File: src/core/pfsa_pkg.sv
/*
 * Shared constants and types for the program flash self-access controller.
 * Assumes a single 50 MHz instruction clock with one instruction per cycle.
 */
`default_nettype none
package pfsa_pkg;
  // Word and address widths.
  localparam int DATA_W     = 14;
  localparam int ADDR_W     = 15;
  localparam int ROW_WORDS  = 32;
  localparam int LATCH_W    = 5;
  // Blank value of a write latch.
  localparam logic [13:0] BLANK_WORD = 14'h3FFF;
  // Unlock key values, in the order they must arrive.
  localparam logic [7:0] KEY_FIRST  = 8'h55;
  localparam logic [7:0] KEY_SECOND = 8'hAA;
  // Bit positions inside flash_control_reg.
  localparam int CTL_READ_GO    = 0;
  localparam int CTL_PROGRAM_GO = 1;
  localparam int CTL_PERMIT     = 2;
  localparam int CTL_INTERRUPT  = 3;
  localparam int CTL_LATCH_ONLY = 4;
  localparam int CTL_ROW_CLEAR  = 5;
  localparam int CTL_CFG_SPACE  = 6;
  // Erase and program time.
  localparam int OP_TIME_US = 2000;
  localparam int CLK_MHZ    = 50;
  localparam int OP_CYCLES  = OP_TIME_US * CLK_MHZ;
  // Guard boundaries: words below these are shielded from self-write.
  localparam logic [14:0] GUARD_SMALL_END = 15'h0200;
  localparam logic [14:0] GUARD_HALF_END  = 15'h4000;
  // Guard setting encodings.
  localparam logic [1:0] GUARD_OFF   = 2'h3;
  localparam logic [1:0] GUARD_SMALL = 2'h2;
  localparam logic [1:0] GUARD_HALF  = 2'h1;
  // Register selects for the processor access port.
  typedef enum logic [2:0] {
    SEL_CTRL  = 3'h0,
    SEL_KEY   = 3'h1,
    SEL_DAT_L = 3'h2,
    SEL_DAT_H = 3'h3,
    SEL_ADR_L = 3'h4,
    SEL_ADR_H = 3'h5
  } pfsa_sel_t;
  // Processor write request, one write per cycle at most.
  typedef struct packed {
    logic       wr;
    pfsa_sel_t  sel;
    logic [7:0] wdata;
  } pfsa_req_t;
  // Sequencer states, Gray coded from ST_IDLE to ST_FINISH along the timed keyed path.
  typedef enum logic [2:0] {
    ST_IDLE    = 3'h0,
    ST_RD_WAIT = 3'h1,
    ST_RD_SLOT = 3'h3,
    ST_NOP1    = 3'h2,
    ST_NOP2    = 3'h6,
    ST_TIMING  = 3'h7,
    ST_FINISH  = 3'h5
  } pfsa_state_t;
  // Progress through the unlock key.
  typedef enum logic [1:0] {
    KEY_NONE = 2'h0,
    KEY_HALF = 2'h1,
    KEY_OK   = 2'h3
  } pfsa_key_t;
endpackage
`default_nettype wire

File: src/core/pfsa_ctrl.sv
/*
 * Program flash self-access sequencer: address, data, control and key
 * registers, hidden row write latches, read cycle stealing, keyed erase and
 * row program with processor stall, keyed latch load, and protection settings.
 * Assumes the flash array answers a read in the same cycle as flash_rd_en and
 * that the processor honours force_nop and stall on every cycle.
 */
// Notes on behaviour
// - data pair forms one 14-bit word
// - address pair holds 15-bit word address
// - high register gives upper bits, low byte
// - go bits set-only, hardware clears at end
// - erase or write needs modify_permit, reset clear
// - reset during write sets interrupted_op_flag
// - unlock key register reads as zero
// - rows of 32 words, 32 latches
// - hidden latches loaded via data pair
// - read steals second slot, data next cycle
// - data pair held until read or write
// - keyed sequence starts erase, load, program
// - program_go forces two no-op slots
// - erase or program stalls for 2 ms
// - latch load forces no-ops, no stall
// - readout_lock zero blocks external access only
// - readout lock cleared only by bulk erase
// - guard blocks self-write, not external access
// - row erase with row_clear and permit set
// - latch_only loads latch, else programs row
// - bits above 4 pick row, 4:0 latch
// - latches return blank after program or erase
`timescale 1ns/100ps
`default_nettype none
module pfsa_ctrl #(
  parameter int unsigned OP_CYCLES = pfsa_pkg::OP_CYCLES,
  parameter logic [14:0] SMALL_END = pfsa_pkg::GUARD_SMALL_END,
  parameter logic [14:0] HALF_END  = pfsa_pkg::GUARD_HALF_END
) (
  // Clock and resets.
  input  wire logic                        clk,
  input  wire logic                        rst,
  input  wire logic                        dev_reset,
  // Processor register access.
  input  wire pfsa_pkg::pfsa_req_t         cpu_req,
  input  wire pfsa_pkg::pfsa_sel_t         cpu_rd_sel,
  output var  logic [7:0]                  cpu_rdata,
  output var  logic                        cpu_force_nop,
  output var  logic                        cpu_stall,
  // Flash array side.
  output var  logic                        flash_rd_en,
  output var  logic [14:0]                 flash_addr,
  input  wire logic [13:0]                 flash_rd_data,
  output var  logic                        flash_erase_start,
  output var  logic                        flash_prog_start,
  output var  logic [31:0][13:0]           flash_row_data,
  // Configuration settings and external programmer.
  input  wire logic                        readout_lock,
  input  wire logic [1:0]                  self_program_guard,
  input  wire logic                        bulk_erase,
  output var  logic                        ext_access_ok
);
  localparam int TW = $clog2(OP_CYCLES + 1);
  localparam logic [TW-1:0] T_LAST = TW'(OP_CYCLES - 1);

  // Whole state of the block, registered in one place.
  typedef struct packed {
    pfsa_pkg::pfsa_state_t state;     // Sequencer state.
    pfsa_pkg::pfsa_key_t   key;       // Unlock key progress.
    logic [6:0]            ctl;       // flash_control_reg bits.
    logic [14:0]           addr;      // Word address pair.
    logic [13:0]           data;      // Data word pair.
    logic [31:0][13:0]     latch;     // Hidden row write latches.
    logic [TW-1:0]         timer;     // Erase and program timer.
    logic                  long_op;   // Current keyed op stalls.
    logic                  erase_op;  // Current keyed op erases.
    logic                  lock;      // Readout protection in force.
    logic                  lock_init; // Lock strap captured.
    logic [7:0]            rdata;     // Read port register.
    logic                  force_nop; // Slot suppression output.
    logic                  stall;     // Processor stall output.
    logic                  rd_en;     // Array read strobe.
    logic                  erase_go;  // Erase start pulse.
    logic                  prog_go;   // Program start pulse.
  } pfsa_st_t;

  pfsa_st_t st_reg;
  pfsa_st_t st_next;
  logic     guard_hit;  // Current address is shielded from self-write.
  logic     key_pass;   // A keyed start would be honoured now.
  logic     busy_write; // A keyed write or erase is under way.

  // Guard decode on the current row address.
  always_comb begin
    case (self_program_guard)
      pfsa_pkg::GUARD_OFF:   guard_hit = 1'b0;
      pfsa_pkg::GUARD_SMALL: guard_hit = st_reg.addr < SMALL_END;
      pfsa_pkg::GUARD_HALF:  guard_hit = st_reg.addr < HALF_END;
      default:               guard_hit = 1'b1;
    endcase
  end

  assign key_pass = (st_reg.key == pfsa_pkg::KEY_OK) &&
                    st_reg.ctl[pfsa_pkg::CTL_PERMIT] && !guard_hit &&
                    !st_reg.ctl[pfsa_pkg::CTL_CFG_SPACE];
  assign busy_write = st_reg.ctl[pfsa_pkg::CTL_PROGRAM_GO];

  // Next-state logic for the whole block.
  always_comb begin
    st_next = st_reg;
    st_next.erase_go = 1'b0;
    st_next.prog_go  = 1'b0;
    st_next.rd_en    = 1'b0;
    // lock caught once, cleared only by bulk erase
    if (!st_reg.lock_init) begin
      st_next.lock_init = 1'b1;
      st_next.lock      = !readout_lock;
    end else if (bulk_erase) begin
      st_next.lock = 1'b0;
    end else if (!readout_lock) begin
      st_next.lock = 1'b1;
    end
    // Software writes; any write other than the key breaks the key.
    if (cpu_req.wr) begin
      if (cpu_req.sel != pfsa_pkg::SEL_KEY) begin
        st_next.key = pfsa_pkg::KEY_NONE;
      end
      case (cpu_req.sel)
        pfsa_pkg::SEL_KEY: begin
          if (cpu_req.wdata == pfsa_pkg::KEY_FIRST) begin
            st_next.key = pfsa_pkg::KEY_HALF;
          end else if (cpu_req.wdata == pfsa_pkg::KEY_SECOND &&
                       st_reg.key == pfsa_pkg::KEY_HALF) begin
            st_next.key = pfsa_pkg::KEY_OK;
          end else begin
            st_next.key = pfsa_pkg::KEY_NONE;
          end
        end
        pfsa_pkg::SEL_CTRL: begin
          // go bits only set by software
          st_next.ctl = {cpu_req.wdata[6:2], st_reg.ctl[1:0]};
          // Clear of the error flag is allowed; the hardware set below wins.
          if (st_reg.state == pfsa_pkg::ST_IDLE) begin
            if (cpu_req.wdata[pfsa_pkg::CTL_READ_GO]) begin
              // read begins, slot two is stolen
              st_next.ctl[pfsa_pkg::CTL_READ_GO] = 1'b1;
              st_next.state = pfsa_pkg::ST_RD_WAIT;
            end else if (cpu_req.wdata[pfsa_pkg::CTL_PROGRAM_GO] &&
                         key_pass) begin
              st_next.ctl[pfsa_pkg::CTL_PROGRAM_GO] = 1'b1;
              st_next.state = pfsa_pkg::ST_NOP1;
              st_next.erase_op = st_reg.ctl[pfsa_pkg::CTL_ROW_CLEAR];
              st_next.long_op = st_reg.ctl[pfsa_pkg::CTL_ROW_CLEAR] ||
                                !st_reg.ctl[pfsa_pkg::CTL_LATCH_ONLY];
            end
          end
          if (busy_write) begin
            // permit and selects frozen while a write runs
            st_next.ctl[6:2] = st_reg.ctl[6:2];
            st_next.ctl[pfsa_pkg::CTL_INTERRUPT] =
              cpu_req.wdata[pfsa_pkg::CTL_INTERRUPT] &&
              st_reg.ctl[pfsa_pkg::CTL_INTERRUPT];
          end
        end
        // two bytes make one 14-bit word
        pfsa_pkg::SEL_DAT_L: st_next.data[7:0]  = cpu_req.wdata;
        pfsa_pkg::SEL_DAT_H: st_next.data[13:8] = cpu_req.wdata[5:0];
        pfsa_pkg::SEL_ADR_L: st_next.addr[7:0]  = cpu_req.wdata;
        // upper address bits from the high register
        pfsa_pkg::SEL_ADR_H: st_next.addr[14:8] = cpu_req.wdata[6:0];
        default: st_next.key = pfsa_pkg::KEY_NONE;
      endcase
    end
    // Sequencer.
    case (st_reg.state)
      pfsa_pkg::ST_IDLE: begin
      end
      pfsa_pkg::ST_RD_WAIT: begin
        // First slot after the read start still executes.
        st_next.state = pfsa_pkg::ST_RD_SLOT;
        st_next.rd_en = 1'b1;
      end
      pfsa_pkg::ST_RD_SLOT: begin
        // the pair changes only here or by software
        st_next.data  = flash_rd_data;
        st_next.ctl[pfsa_pkg::CTL_READ_GO] = 1'b0;
        st_next.state = pfsa_pkg::ST_IDLE;
      end
      pfsa_pkg::ST_NOP1: begin
        st_next.state = pfsa_pkg::ST_NOP2;
      end
      pfsa_pkg::ST_NOP2: begin
        if (st_reg.long_op) begin
          st_next.state    = pfsa_pkg::ST_TIMING;
          st_next.timer    = '0;
          st_next.erase_go = st_reg.erase_op;
          st_next.prog_go  = !st_reg.erase_op;
        end else begin
          // load one hidden latch from the data pair
          // low five address bits pick the latch
          st_next.latch[st_reg.addr[pfsa_pkg::LATCH_W-1:0]] = st_reg.data;
          st_next.state = pfsa_pkg::ST_FINISH;
        end
      end
      pfsa_pkg::ST_TIMING: begin
        st_next.timer = st_reg.timer + TW'(1);
        if (st_reg.timer == T_LAST) begin
          // latches blank again after erase or program
          for (int i = 0; i < pfsa_pkg::ROW_WORDS; i++) begin
            st_next.latch[i] = pfsa_pkg::BLANK_WORD;
          end
          st_next.state = pfsa_pkg::ST_FINISH;
        end
      end
      pfsa_pkg::ST_FINISH: begin
        st_next.ctl[pfsa_pkg::CTL_PROGRAM_GO] = 1'b0;
        st_next.state = pfsa_pkg::ST_IDLE;
      end
      default: st_next.state = pfsa_pkg::ST_IDLE;
    endcase
    // Outputs follow the next state so they leave flip-flops in step.
    // latch load forces the slots only
    st_next.force_nop = (st_next.state == pfsa_pkg::ST_NOP1) ||
                        (st_next.state == pfsa_pkg::ST_NOP2) ||
                        (st_next.state == pfsa_pkg::ST_RD_SLOT);
    st_next.stall = st_next.state == pfsa_pkg::ST_TIMING;
    case (cpu_rd_sel)
      pfsa_pkg::SEL_CTRL:  st_next.rdata = {1'b0, st_reg.ctl};
      pfsa_pkg::SEL_DAT_L: st_next.rdata = st_reg.data[7:0];
      pfsa_pkg::SEL_DAT_H: st_next.rdata = {2'h0, st_reg.data[13:8]};
      pfsa_pkg::SEL_ADR_L: st_next.rdata = st_reg.addr[7:0];
      pfsa_pkg::SEL_ADR_H: st_next.rdata = {1'b0, st_reg.addr[14:8]};
      default:             st_next.rdata = 8'h00;
    endcase
    // device reset during a write flags it and aborts the sequencer.
    if (dev_reset) begin
      st_next.state = pfsa_pkg::ST_IDLE;
      st_next.key   = pfsa_pkg::KEY_NONE;
      st_next.ctl   = 7'h00;
      st_next.ctl[pfsa_pkg::CTL_INTERRUPT] =
        busy_write || st_reg.ctl[pfsa_pkg::CTL_INTERRUPT];
      st_next.force_nop = 1'b0;
      st_next.stall     = 1'b0;
      st_next.erase_go  = 1'b0;
      st_next.prog_go   = 1'b0;
      st_next.rd_en     = 1'b0;
    end
  end

  // State register; power-on reset clears permit and all control.
  always_ff @(posedge clk or posedge rst) begin
    if (rst) begin
      st_reg       <= '0;
      st_reg.latch <= {pfsa_pkg::ROW_WORDS{pfsa_pkg::BLANK_WORD}};
      st_reg.lock  <= 1'b1;
    end else begin
      st_reg <= st_next;
    end
  end

  assign cpu_rdata         = st_reg.rdata;
  assign cpu_force_nop     = st_reg.force_nop;
  assign cpu_stall         = st_reg.stall;
  assign flash_rd_en       = st_reg.rd_en;
  // any address in the row selects it
  assign flash_addr        = st_reg.addr;
  assign flash_erase_start = st_reg.erase_go;
  assign flash_prog_start  = st_reg.prog_go;
  assign flash_row_data    = st_reg.latch;
  // lock hides flash from external tools only
  // guard never reaches the external path
  assign ext_access_ok     = !st_reg.lock;
endmodule // pfsa_ctrl
`default_nettype wire

File: config.mk
export PLATFORM = sky130hd
export DESIGN_NAME = pfsa_ctrl
export DESIGN_NICKNAME = d
export VERILOG_FILES = /design/src/core/pfsa_pkg.sv /design/src/core/pfsa_ctrl.sv
export SDC_FILE = /design/constraint.sdc
export NUM_CORES = 1
export LEC_CHECK = 0
export BUFFER_PORTS_ARGS = -buffer_cell sky130_fd_sc_hd__clkbuf_2
export CAP_MARGIN = 20
export CORE_MARGIN = 2
export CORE_UTILIZATION = 28
export CTS_BUF_LIST = sky130_fd_sc_hd__clkbuf_16
export DETAILED_ROUTE_END_ITERATION = 10
export PLACE_DENSITY = 0.47
export SETUP_SLACK_MARGIN = 0.1
export SYNTH_ARGS = -nofsm -noshare
export SYNTH_HDL_FRONTEND = slang
export SYNTH_SLANG_ARGS = --single-unit
export TNS_END_PERCENT = 10
File: constraint.sdc
create_clock -name clk -period 19.9 [get_ports clk]
set_clock_uncertainty 0.2 [all_clocks]
set_input_delay 3.98 -clock clk [delete_from_list [all_inputs] [get_ports clk]]
set_output_delay 3.98 -clock clk [all_outputs]
set_load 0.02 [all_outputs]
==> results.txt, run 1 <==
Outcome: finished clean
Worst slew pin tran: 1.12 ns
Initial antenna violation count: 1
Clock Sinks: 523
Deepest clock path buffer count: 3
Tmin final: 6.08 ns
Syn Nets: 1953
RSZ-0062 raised after global routing: false
Initial core utilization: 0.282
Mapped Area: 24400 sq um
Period Utilization, post-route: 0.305
DR WL/cell: 24.8 um
Remaining DRCs: 0
Routed WL: 76.8 mm
Gate Count Post-Synth: 1916
Num ports: 513
Die Area: 89500 sq um
CP Data Required Time: 20.40 ns
Post-Synth XOR/XNOR Area: 0
DR pass1 iterations: 5
Startpoint class of the critical path: input pin
Fmax: 0.165 GHz
Synth Area in Compound Gates: 0.193
Worst-Skew Late Latency: 0.61 ns
CP endpoint kind: async pin
Tot Pwr: 2.46 mW
Prevailing post-synth register cell: dfstp_2
Hold crit path type: reg2reg
CP Data Arrival Time: 6.58 ns
WS Path Type: in2async
Register area share after synthesis: 0.559
CTS tree: yes
VDD IR max: 0.0000531 V
Diode count: 0
Largest net degree at the start of global routing: 185
Layout area overhead: 7.30%
CTS buffer count: 59
Vias in the first global route: 15645
Post-synthesis mux area share: 0.0189
Fill cells: 8787
Clock Pin Slew Worst Setup and Hold Paths: 0.06 ns
Routability Congestion: 0.762
# resized after CTS: 0
I/O Buffers: 512
Ys Warns: 0
Die Wd: 299 um
Proportion of layout cells with a drive suffix above 1: 0.603
Post-synth ARST share: 1.00
First-pass GRT wire length: 112 mm
Number of flip-flops in the largest register: 448
Inst Count DP: 2986
Pwr Density: 93.8 nW/um^2
H-tree depth: 2
Total core area: 86600 sq um
Register area: 13700 sq um
Slew Viols, Final: 0
Detailed placement HPWL: 49.2 mm
Post-Synth Simple-Gate Area: 0.0455
Multi-input logic area: 6320 sq um
Avg Cell Area, Syn: 12.7 sq um
Fin Setup TNS: 0 ns
Row count: 108
LEAKAGE: 11.2 nW
Post-synth EDFFs: 0
Post-synth cell types: 62
Via count: 14955
Slew HR: 0.254
Die Ht: 299 um
Routed Antenna Nets: 0
Fin cells: 3091
Setup violators final: 0
Final Hold Viols: 0
Gr usage total: 0.167
Adder-cell share of the synthesized area: 0.000513
Total grt overflow: 0
Synth Register Bits: 523
CTS root buffer: clkbuf_16
# hold bufs at CTS: 0
NumNets Final: 1929
CP max FO: 184
Maxcap violations: 0
Via-to-Cell Ratio: 4.84
1st-iter DRT viols: 847
Largest family of logic cells by synthesized area: compound AO/OA/AOI/OAI gates
Setup bufs post-CTS: 0
==> critical path, stage by stage <==
cell	delay (ns)
clkbuf_2	0.12
inv_8	0.51
buf_4	0.86
buf_12	0.66
==> where the power goes <==
| group | switching, mW | internal, mW |
|---|---|---|
| clock | 0.454 | 0.626 |
| combinational | 0.190 | 0.0456 |
| sequential | 0.0490 | 1.09 |
| total | 0.693 | 1.76 |
==> worst paths after layout <==
path / to / cells past startpoint / slack [ns] / startpoint
max: flash_row_data[221] / 4 / 13.82 / rst
min: st_reg[14] / 1 / 0.24 / st_reg[13]
max reg2reg: flash_row_data[263] / 5 / 16.43 / st_reg[522]
min reg2reg: st_reg[14] / 1 / 0.24 / st_reg[13]
max in group clk: flash_addr[1] / 2 / 14.01 / flash_addr[1]
min in group asynchronous: flash_rd_en / 2 / 3.28 / rst
==> final cells by class <==
| type | instances | area share |
|---|---|---|
| multi-input cells | 758 | 0.242 |
| flip-flops and latches | 523 | 0.522 |
| repair buffers | 541 | 0.107 |
| clock inverters | 43 | 0.0138 |
| well taps | 1155 | 0.0552 |
| inverters | 9 | 0.00158 |
| clock buffers | 62 | 0.0592 |
==> per-stage QoR <==
stage                     utilization  hold WS [ns]  cell area, sq um  setup slack, ns
after detailed placement        0.280         0.241             24300            13.12
after floorplan                     -         0.205             24400             1.85
final                           0.302         0.241             26200            13.82
after CTS                       0.302         0.255             26200            13.79
after global routing            0.302         0.274             26200            13.50
after global placement          0.280         0.221             24300            13.23
==> cells in the mapped netlist, drive strengths merged (9+ instances only) <==
cell type,instances,area (sq um)
o21ai,60,473
nand2,48,188
buf,548,4110
dfstp,449,11800
nand4,12,113
nor2,11,41.3
inv,9,33.8
o22a,448,3920
clkbuf,78,304
mux2i,27,270
a21oi,11,55.1
dfrtp,74,1850
nand4b,19,210
mux2,17,191
==> placed cells by master (no fill, tap or decap), types with 15 or more instances in the layout <==
cell type | synthesis | routed
clkbuf_2 | 3 | 512
dfstp_2 | 449 | 449
o22a_1 | 448 | 448
clkbuf_16 | 0 | 62
dfrtp_1 | 74 | 58
nand2_1 | 47 | 47
o21ai_0 | 28 | 28
buf_4 | 482 | 28
mux2i_1 | 27 | 27
o21ai_2 | 25 | 25
mux2_2 | 17 | 17
dfrtp_2 | 0 | 16
inv_1 | 9 | 15
==> logic make-up (layout without fill, tap and decap cells) <==
group | after synthesis | after routing
buf+inv | 635 | 655
mux | 44 | 44
fa+ha+maj | 1 | 1
compound gates | 554 | 554
flops | 523 | 523
simple gates | 158 | 158
other cells | 1 | 1
==> metal layers <==
layer | global-route usage | wire length [um] | vias to the layer above
li1 | - | - | 6448
met3 | 0.0389 | 4720 | 105
met5 | 0 | 0 | -
met4 | 0.0394 | 1640 | 0
met2 | 0.284 | 37900 | 482
met1 | 0.215 | 32500 | 7920
Note: power is estimated with default switching activity, not from simulation.
==> run 2, diff against run 1 <==
PLACE_DENSITY = 0.49   (was 0.47)
clock period = 4.9 ns   (was 19.9 ns; I/O delays follow)
==> results.txt, run 2 (synthesis gave the netlist of run 1 again) <==
Outcome: finished clean (unchanged)
RSZ-0062 raised after global routing: false (unchanged)
CP endpoint kind: flip-flop (was async pin)
Remaining DRCs: 0 (unchanged)
Largest net degree at the start of global routing: 131 (was 185)
Row count: 108 (unchanged)
Finished Cell Area: 26500 sq um (was 26200 sq um)
Final Hold Viols: 0 (unchanged)
Routed Antenna Nets: 0 (unchanged)
Diode count: 0 (unchanged)
Via count: 15155 (was 14955)
Hold Path Depth: 1 (unchanged)
# resized after CTS: 0 (unchanged)
VDD IR max: 0.000196 V (was 0.0000531 V)
Routability Congestion: 0.775 (was 0.762)
NumNets Final: 1946 (was 1929)
Most Crowded Layer GR: met2 (unchanged)
CTS buffer count: 60 (was 59)
Detailed placement HPWL: 49.5 mm (was 49.2 mm)
H-tree depth: 2 (unchanged)
Slowest cell delay on critical path: 0.71 ns (was 0.86 ns)
DR WL/cell: 24.7 um (was 24.8 um)
Startpoint class of the critical path: flip-flop (was input pin)
Fmax: 0.287 GHz
Clock Pin Slew Worst Setup and Hold Paths: 0.06 ns (about the same)
Gr usage total: 0.168 (was 0.167)
Worst slew pin tran: 1.14 ns (was 1.12 ns)
Slew Viols, Final: 0 (unchanged)
Setup bufs post-CTS: 0 (unchanged)
Clock Sinks: 523 (unchanged)
I/O Buffers: 512 (unchanged)
Worst-Skew Late Latency: 0.61 ns (about the same)
Tmin final: 3.49 ns
Layout area overhead: 8.49% (was 7.30%)
Die Area: 89500 sq um (unchanged)
Path depth of the worst reg2reg path: 5 (unchanged)
R2r startpoint: st_reg[522] (unchanged)
Number of flip-flops in the largest register: 448 (unchanged)
Most common cell after layout, fill and taps aside: clkbuf_2 (unchanged)
Hold Path Sink: st_reg[14] (unchanged)
CP Data Arrival Time: 3.84 ns (was 6.58 ns)
CP Data Required Time: 5.25 ns (was 20.40 ns)
DR pass1 iterations: 5 (unchanged)
First-pass GRT wire length: 113 mm (was 112 mm)
Worst hold start: st_reg[13] (unchanged)
Met1 usage: 0.213 (was 0.215)
Initial antenna violation count: 0 (was 1)
Worst reg2reg setup slack: 1.41 ns (was 16.43 ns)
Via-to-Cell Ratio: 4.87 (was 4.84)
LEAKAGE: 11.4 nW (was 11.2 nW)
CP max FO: 17 (was 184)
Deepest clock path buffer count: 3 (unchanged)
Proportion of layout cells with a drive suffix above 1: 0.606 (was 0.603)
Fin Setup TNS: 0 ns (unchanged)
Placed cell area: 24400 sq um (was 24300 sq um)
Vias in the first global route: 15916 (was 15645)
Maxcap violations: 0 (unchanged)
Die Ht: 299 um (unchanged)
Routed WL: 76.8 mm (about the same)
CTS root buffer: clkbuf_16 (unchanged)
Total core area: 86600 sq um (unchanged)
Die Wd: 299 um (unchanged)
Initial core utilization: 0.282 (unchanged)
Slew HR: 0.236 (was 0.254)
Total grt overflow: 0 (unchanged)
# hold bufs at CTS: 0 (unchanged)
Period Utilization, post-route: 0.711
Grt met2 use: 0.286 (was 0.284)
Critical-path cell list: and4bb_2 > buf_4 > nand4bb_1 > o21ai_2 > o22a_1 (was clkbuf_2 > inv_8 > buf_4 > buf_12)
Hold crit path type: reg2reg (unchanged)
Routing usage on met3: 0.0391 (was 0.0389)
Setup violators final: 0 (unchanged)
1st-iter DRT viols: 778 (was 847)
CTS tree: yes (unchanged)
Crit-path slowest cell: and4bb_2 (was buf_4)
Worst reg2reg endpoint: flash_row_data[59] (was flash_row_data[263])
Commonest non-fill, non-tap cells in the layout: clkbuf_2, dfstp_2, o22a_1 (unchanged)
Num ports: 513 (unchanged)
Fill cells: 8736 (was 8787)
WS Path Type: reg2reg (was in2async)
Pwr Density: 386 nW/um^2 (was 93.8 nW/um^2)
run 2: cell count changes in the layout (fill, tap and decap cells not counted), sizes merged:
| cell | change |
|---|---|
| bufinv | +3 |
| clkinv | +3 |
| inv | +2 |
| clkinvlp | -2 |
| buf | +16 |
| clkbuf | +2 |
run 2: layer usage:
metal	routed length, um	share of wire	vias to the layer above
met5	0	0	-
met4	1930	0.025	0
met3	4530	0.059	123
met2	37700	0.49	488
met1	32600	0.42	8058
li1	-	-	6486
run 2: worst max-delay path, delay by kind of cell, from the launching register on:
kind | cells | cell delay (ns)
flops | 1 | 0.65
compound gates | 2 | 0.78
simple gates | 2 | 1.34
buf+inv | 1 | 0.42
run 2: layout make-up:
cell class / instances / area, sq um / share of cell area
Tap cell: 1155 / 1450 / 0.0546
Sequential cell: 523 / 13700 / 0.516
Clock buffer: 64 / 1600 / 0.0605
Timing Repair Buffer: 557 / 2950 / 0.111
Inverter: 9 / 37.5 / 0.00142
Clock inverter: 49 / 445 / 0.0168
Multi-Input combinational cell: 758 / 6330 / 0.239
run 2: worst max-delay path by stage:
stage	start	to	slack [ns]	depth (start not counted)
final	st_reg[522]	flash_row_data[59]	1.41	5
after CTS	st_reg[522]	flash_row_data[59]	1.43	5
after floorplan	rst	busy_write	-3.02	1
after detailed placement	st_reg[522]	flash_row_data[201]	1.46	5
after global routing	st_reg[522]	flash_row_data[201]	1.19	5
after global placement	flash_addr[2]	flash_row_data[59]	1.32	4
run 2: per-stage QoR:
stage | total power, mW | utilization | std cells | hold WS [ns] | setup slack (ns)
floorplan | 5.11 | - | 1916 | 0.205 | -3.02
global placement | 5.68 | 0.282 | 3001 | 0.220 | 1.32
detailed placement | 5.70 | 0.282 | 3002 | 0.229 | 1.46
CTS | 10.4 | 0.306 | 3115 | 0.237 | 1.43
global route | 10.6 | 0.306 | 3115 | 0.271 | 1.19
finish | 10.2 | 0.306 | 3115 | 0.230 | 1.41
run 2: power breakdown:
part | total [mW] | switching (mW) | internal, mW
logic | 0.981 | 0.794 | 0.187
clock network | 4.63 | 1.85 | 2.77
registers | 4.61 | 0.185 | 4.43
==> run 3, diff against run 2 <==
PLACE_DENSITY = 0.47   (was 0.49)
clock period = 3.25 ns   (was 4.9 ns; I/O delays follow)
==> results.txt, run 3 (synthesis gave the netlist of run 1 again) <==
Outcome: finished clean (unchanged)
Commonest non-fill, non-tap cells in the layout: clkbuf_2, dfstp_2, o22a_1 (unchanged)
LEAKAGE: 11.5 nW (was 11.4 nW)
Worst reg2reg endpoint: flash_row_data[45] (was flash_row_data[59])
Pwr Density: 558 nW/um^2 (was 386 nW/um^2)
Slew Viols, Final: 0 (unchanged)
Critical-path cell list: buf_4 > clkbuf_2 (was and4bb_2 > buf_4 > nand4bb_1 > o21ai_2 > o22a_1)
Remaining DRCs: 0 (unchanged)
CTS tree: yes (unchanged)
I/O Buffers: 512 (unchanged)
Routability Congestion: 0.809 (was 0.775)
Vias in the first global route: 15866 (was 15916)
Number of flip-flops in the largest register: 448 (unchanged)
Hold crit path type: in2reg (was reg2reg)
Slew HR: 0.330 (was 0.236)
Setup violators final: 0 (unchanged)
DR pass1 iterations: 7 (was 5)
Worst slew pin tran: 1.00 ns (was 1.14 ns)
Gr usage total: 0.173 (was 0.168)
Tmin final: 2.80 ns
DR WL/cell: 25.4 um (was 24.7 um)
Fill cells: 8791 (was 8736)
Slowest cell delay on critical path: 0.88 ns (was 0.71 ns)
R2r startpoint: st_reg[522] (unchanged)
Final Hold Viols: 0 (unchanged)
Die Ht: 299 um (unchanged)
Startpoint class of the critical path: flip-flop (unchanged)
Via-to-Cell Ratio: 4.84 (was 4.87)
Routed Antenna Nets: 0 (unchanged)
Period Utilization, post-route: 0.862
Initial antenna violation count: 1 (was 0)
Initial core utilization: 0.282 (unchanged)
CTS root buffer: clkbuf_16 (unchanged)
Clock Pin Slew Worst Setup and Hold Paths: 0.06 ns (about the same)
Crit-path slowest cell: dfrtp_2 (was and4bb_2)
Detailed placement HPWL: 53.0 mm (was 49.5 mm)
NumNets Final: 1980 (was 1946)
WS Path Type: reg2out (was reg2reg)
Most common cell after layout, fill and taps aside: clkbuf_2 (unchanged)
Total core area: 86600 sq um (unchanged)
CP Data Arrival Time: 1.95 ns (was 3.84 ns)
Grt met2 use: 0.301 (was 0.286)
Worst-Skew Late Latency: 0.61 ns (about the same)
Layout area overhead: 9.21% (was 8.49%)
VDD IR max: 0.000279 V (was 0.000196 V)
Largest net degree at the start of global routing: 84 (was 131)
CP max FO: 30 (was 17)
Deepest clock path buffer count: 3 (unchanged)
First-pass GRT wire length: 115 mm (was 113 mm)
Die Area: 89500 sq um (unchanged)
1st-iter DRT viols: 819 (was 778)
Path depth of the worst reg2reg path: 5 (unchanged)
Met1 usage: 0.218 (was 0.213)
Final Core Density: 0.308 (was 0.306)
Worst reg2reg setup slack: 0.62 ns (was 1.41 ns)
Num ports: 513 (unchanged)
Fmax: 0.357 GHz
Routed WL: 79.8 mm (was 76.8 mm)
H-tree depth: 2 (unchanged)
Routing usage on met3: 0.0418 (was 0.0391)
RSZ-0062 raised after global routing: false (unchanged)
Finished Cell Area: 26700 sq um (was 26500 sq um)
CTS buffer count: 59 (was 60)
Diode count: 0 (unchanged)
Proportion of layout cells with a drive suffix above 1: 0.605 (was 0.606)
Total grt overflow: 0 (unchanged)
Row count: 108 (unchanged)
Maxcap violations: 0 (unchanged)
Via count: 15210 (was 15155)
Most Crowded Layer GR: met2 (unchanged)
Clock Sinks: 523 (unchanged)
Placed cell area: 24800 sq um (was 24400 sq um)
Worst setup path startpoint: flash_addr[0] (was st_reg[522])
Worst setup path endpoint: flash_addr[0] (was flash_row_data[59])
CP Data Required Time: 2.40 ns (was 5.25 ns)
CP endpoint kind: output pin (was flip-flop)
Die Wd: 299 um (unchanged)
## run 3: cell types whose count changed in the layout (fill, tap and decap cells not counted), moves of 2 or more
| cell | previous run | this run |
|---|---|---|
| buf_12 | 4 | 15 |
| clkinv_1 | 13 | 17 |
| clkinv_2 | 11 | 5 |
| clkinv_4 | 3 | 1 |
| dlygate4sd3_1 | 0 | 3 |
| inv_6 | 4 | 2 |
| inv_1 | 17 | 21 |
| bufinv_16 | 8 | 2 |
| buf_4 | 41 | 62 |
## run 3: what timing repair did
item                      CTS  global route
setup buffers               0             0
resized for setup           0             0
hold endpoints to repair    5             0
hold buffers                3             0
## run 3: report_power, final
part | total [mW] | internal [mW] | switching, mW
Combinational | 1.27 | 0.362 | 0.907
Clock | 6.32 | 3.62 | 2.70
Sequential | 7.29 | 6.67 | 0.624
Total | 14.9 | 10.6 | 4.23
## run 3: metal layers
layer,routed length [um],part of all wire
met4,1590,0.020
met5,0,0
met3,4950,0.062
met1,33600,0.42
met2,39600,0.50
## run 3: how the worst min path moves through the flow
stage                           start     endpoint  slack (ns)  depth (start not counted)
finish              flash_rd_data[12]  st_reg[494]        0.09                          3
global route        flash_rd_data[12]  st_reg[494]        0.08                          3
detailed placement         st_reg[13]   st_reg[14]        0.25                          1
floorplan                  st_reg[13]   st_reg[14]        0.20                          1
CTS                 flash_rd_data[13]  st_reg[495]        0.05                          3
global placement           st_reg[13]   st_reg[14]        0.22                          1
## run 3: cell type report
type                            instances  area [sq um]  share of cell area
Sequential cell                       523         13700               0.513
Multi-Input combinational cell        758          6320               0.237
Timing Repair Buffer                  592          3360               0.126
Clock buffer                           63          1580              0.0591
Tap cell                             1155          1450              0.0542
Clock inverter                         42           243             0.00911
Inverter                                9          37.5             0.00141
## run 3: critical path, delay by kind of cell, from the launching register on
kind     cells  cell delay, ns
buf+inv      2            0.46
flops        1            0.88
## run 3: through the flow
| stage | worst slack, ns | TNS, ns | instances | hold WS [ns] | power [mW] |
|---|---|---|---|---|---|
| 5_1_grt | 0.316 | 0 | 3142 | 0.0779 | 15.5 |
| 2_1_floorplan | -4.34 | -1425.47 | 1916 | 0.205 | 7.71 |
| 3_5_place_dp | 0.603 | 0 | 3034 | 0.250 | 8.74 |
| 4_1_cts | 0.319 | 0 | 3142 | 0.0523 | 15.2 |
| 6_report | 0.449 | 0 | 3142 | 0.0902 | 14.9 |
| 3_3_place_gp | 0.690 | 0 | 3034 | 0.223 | 8.73 |
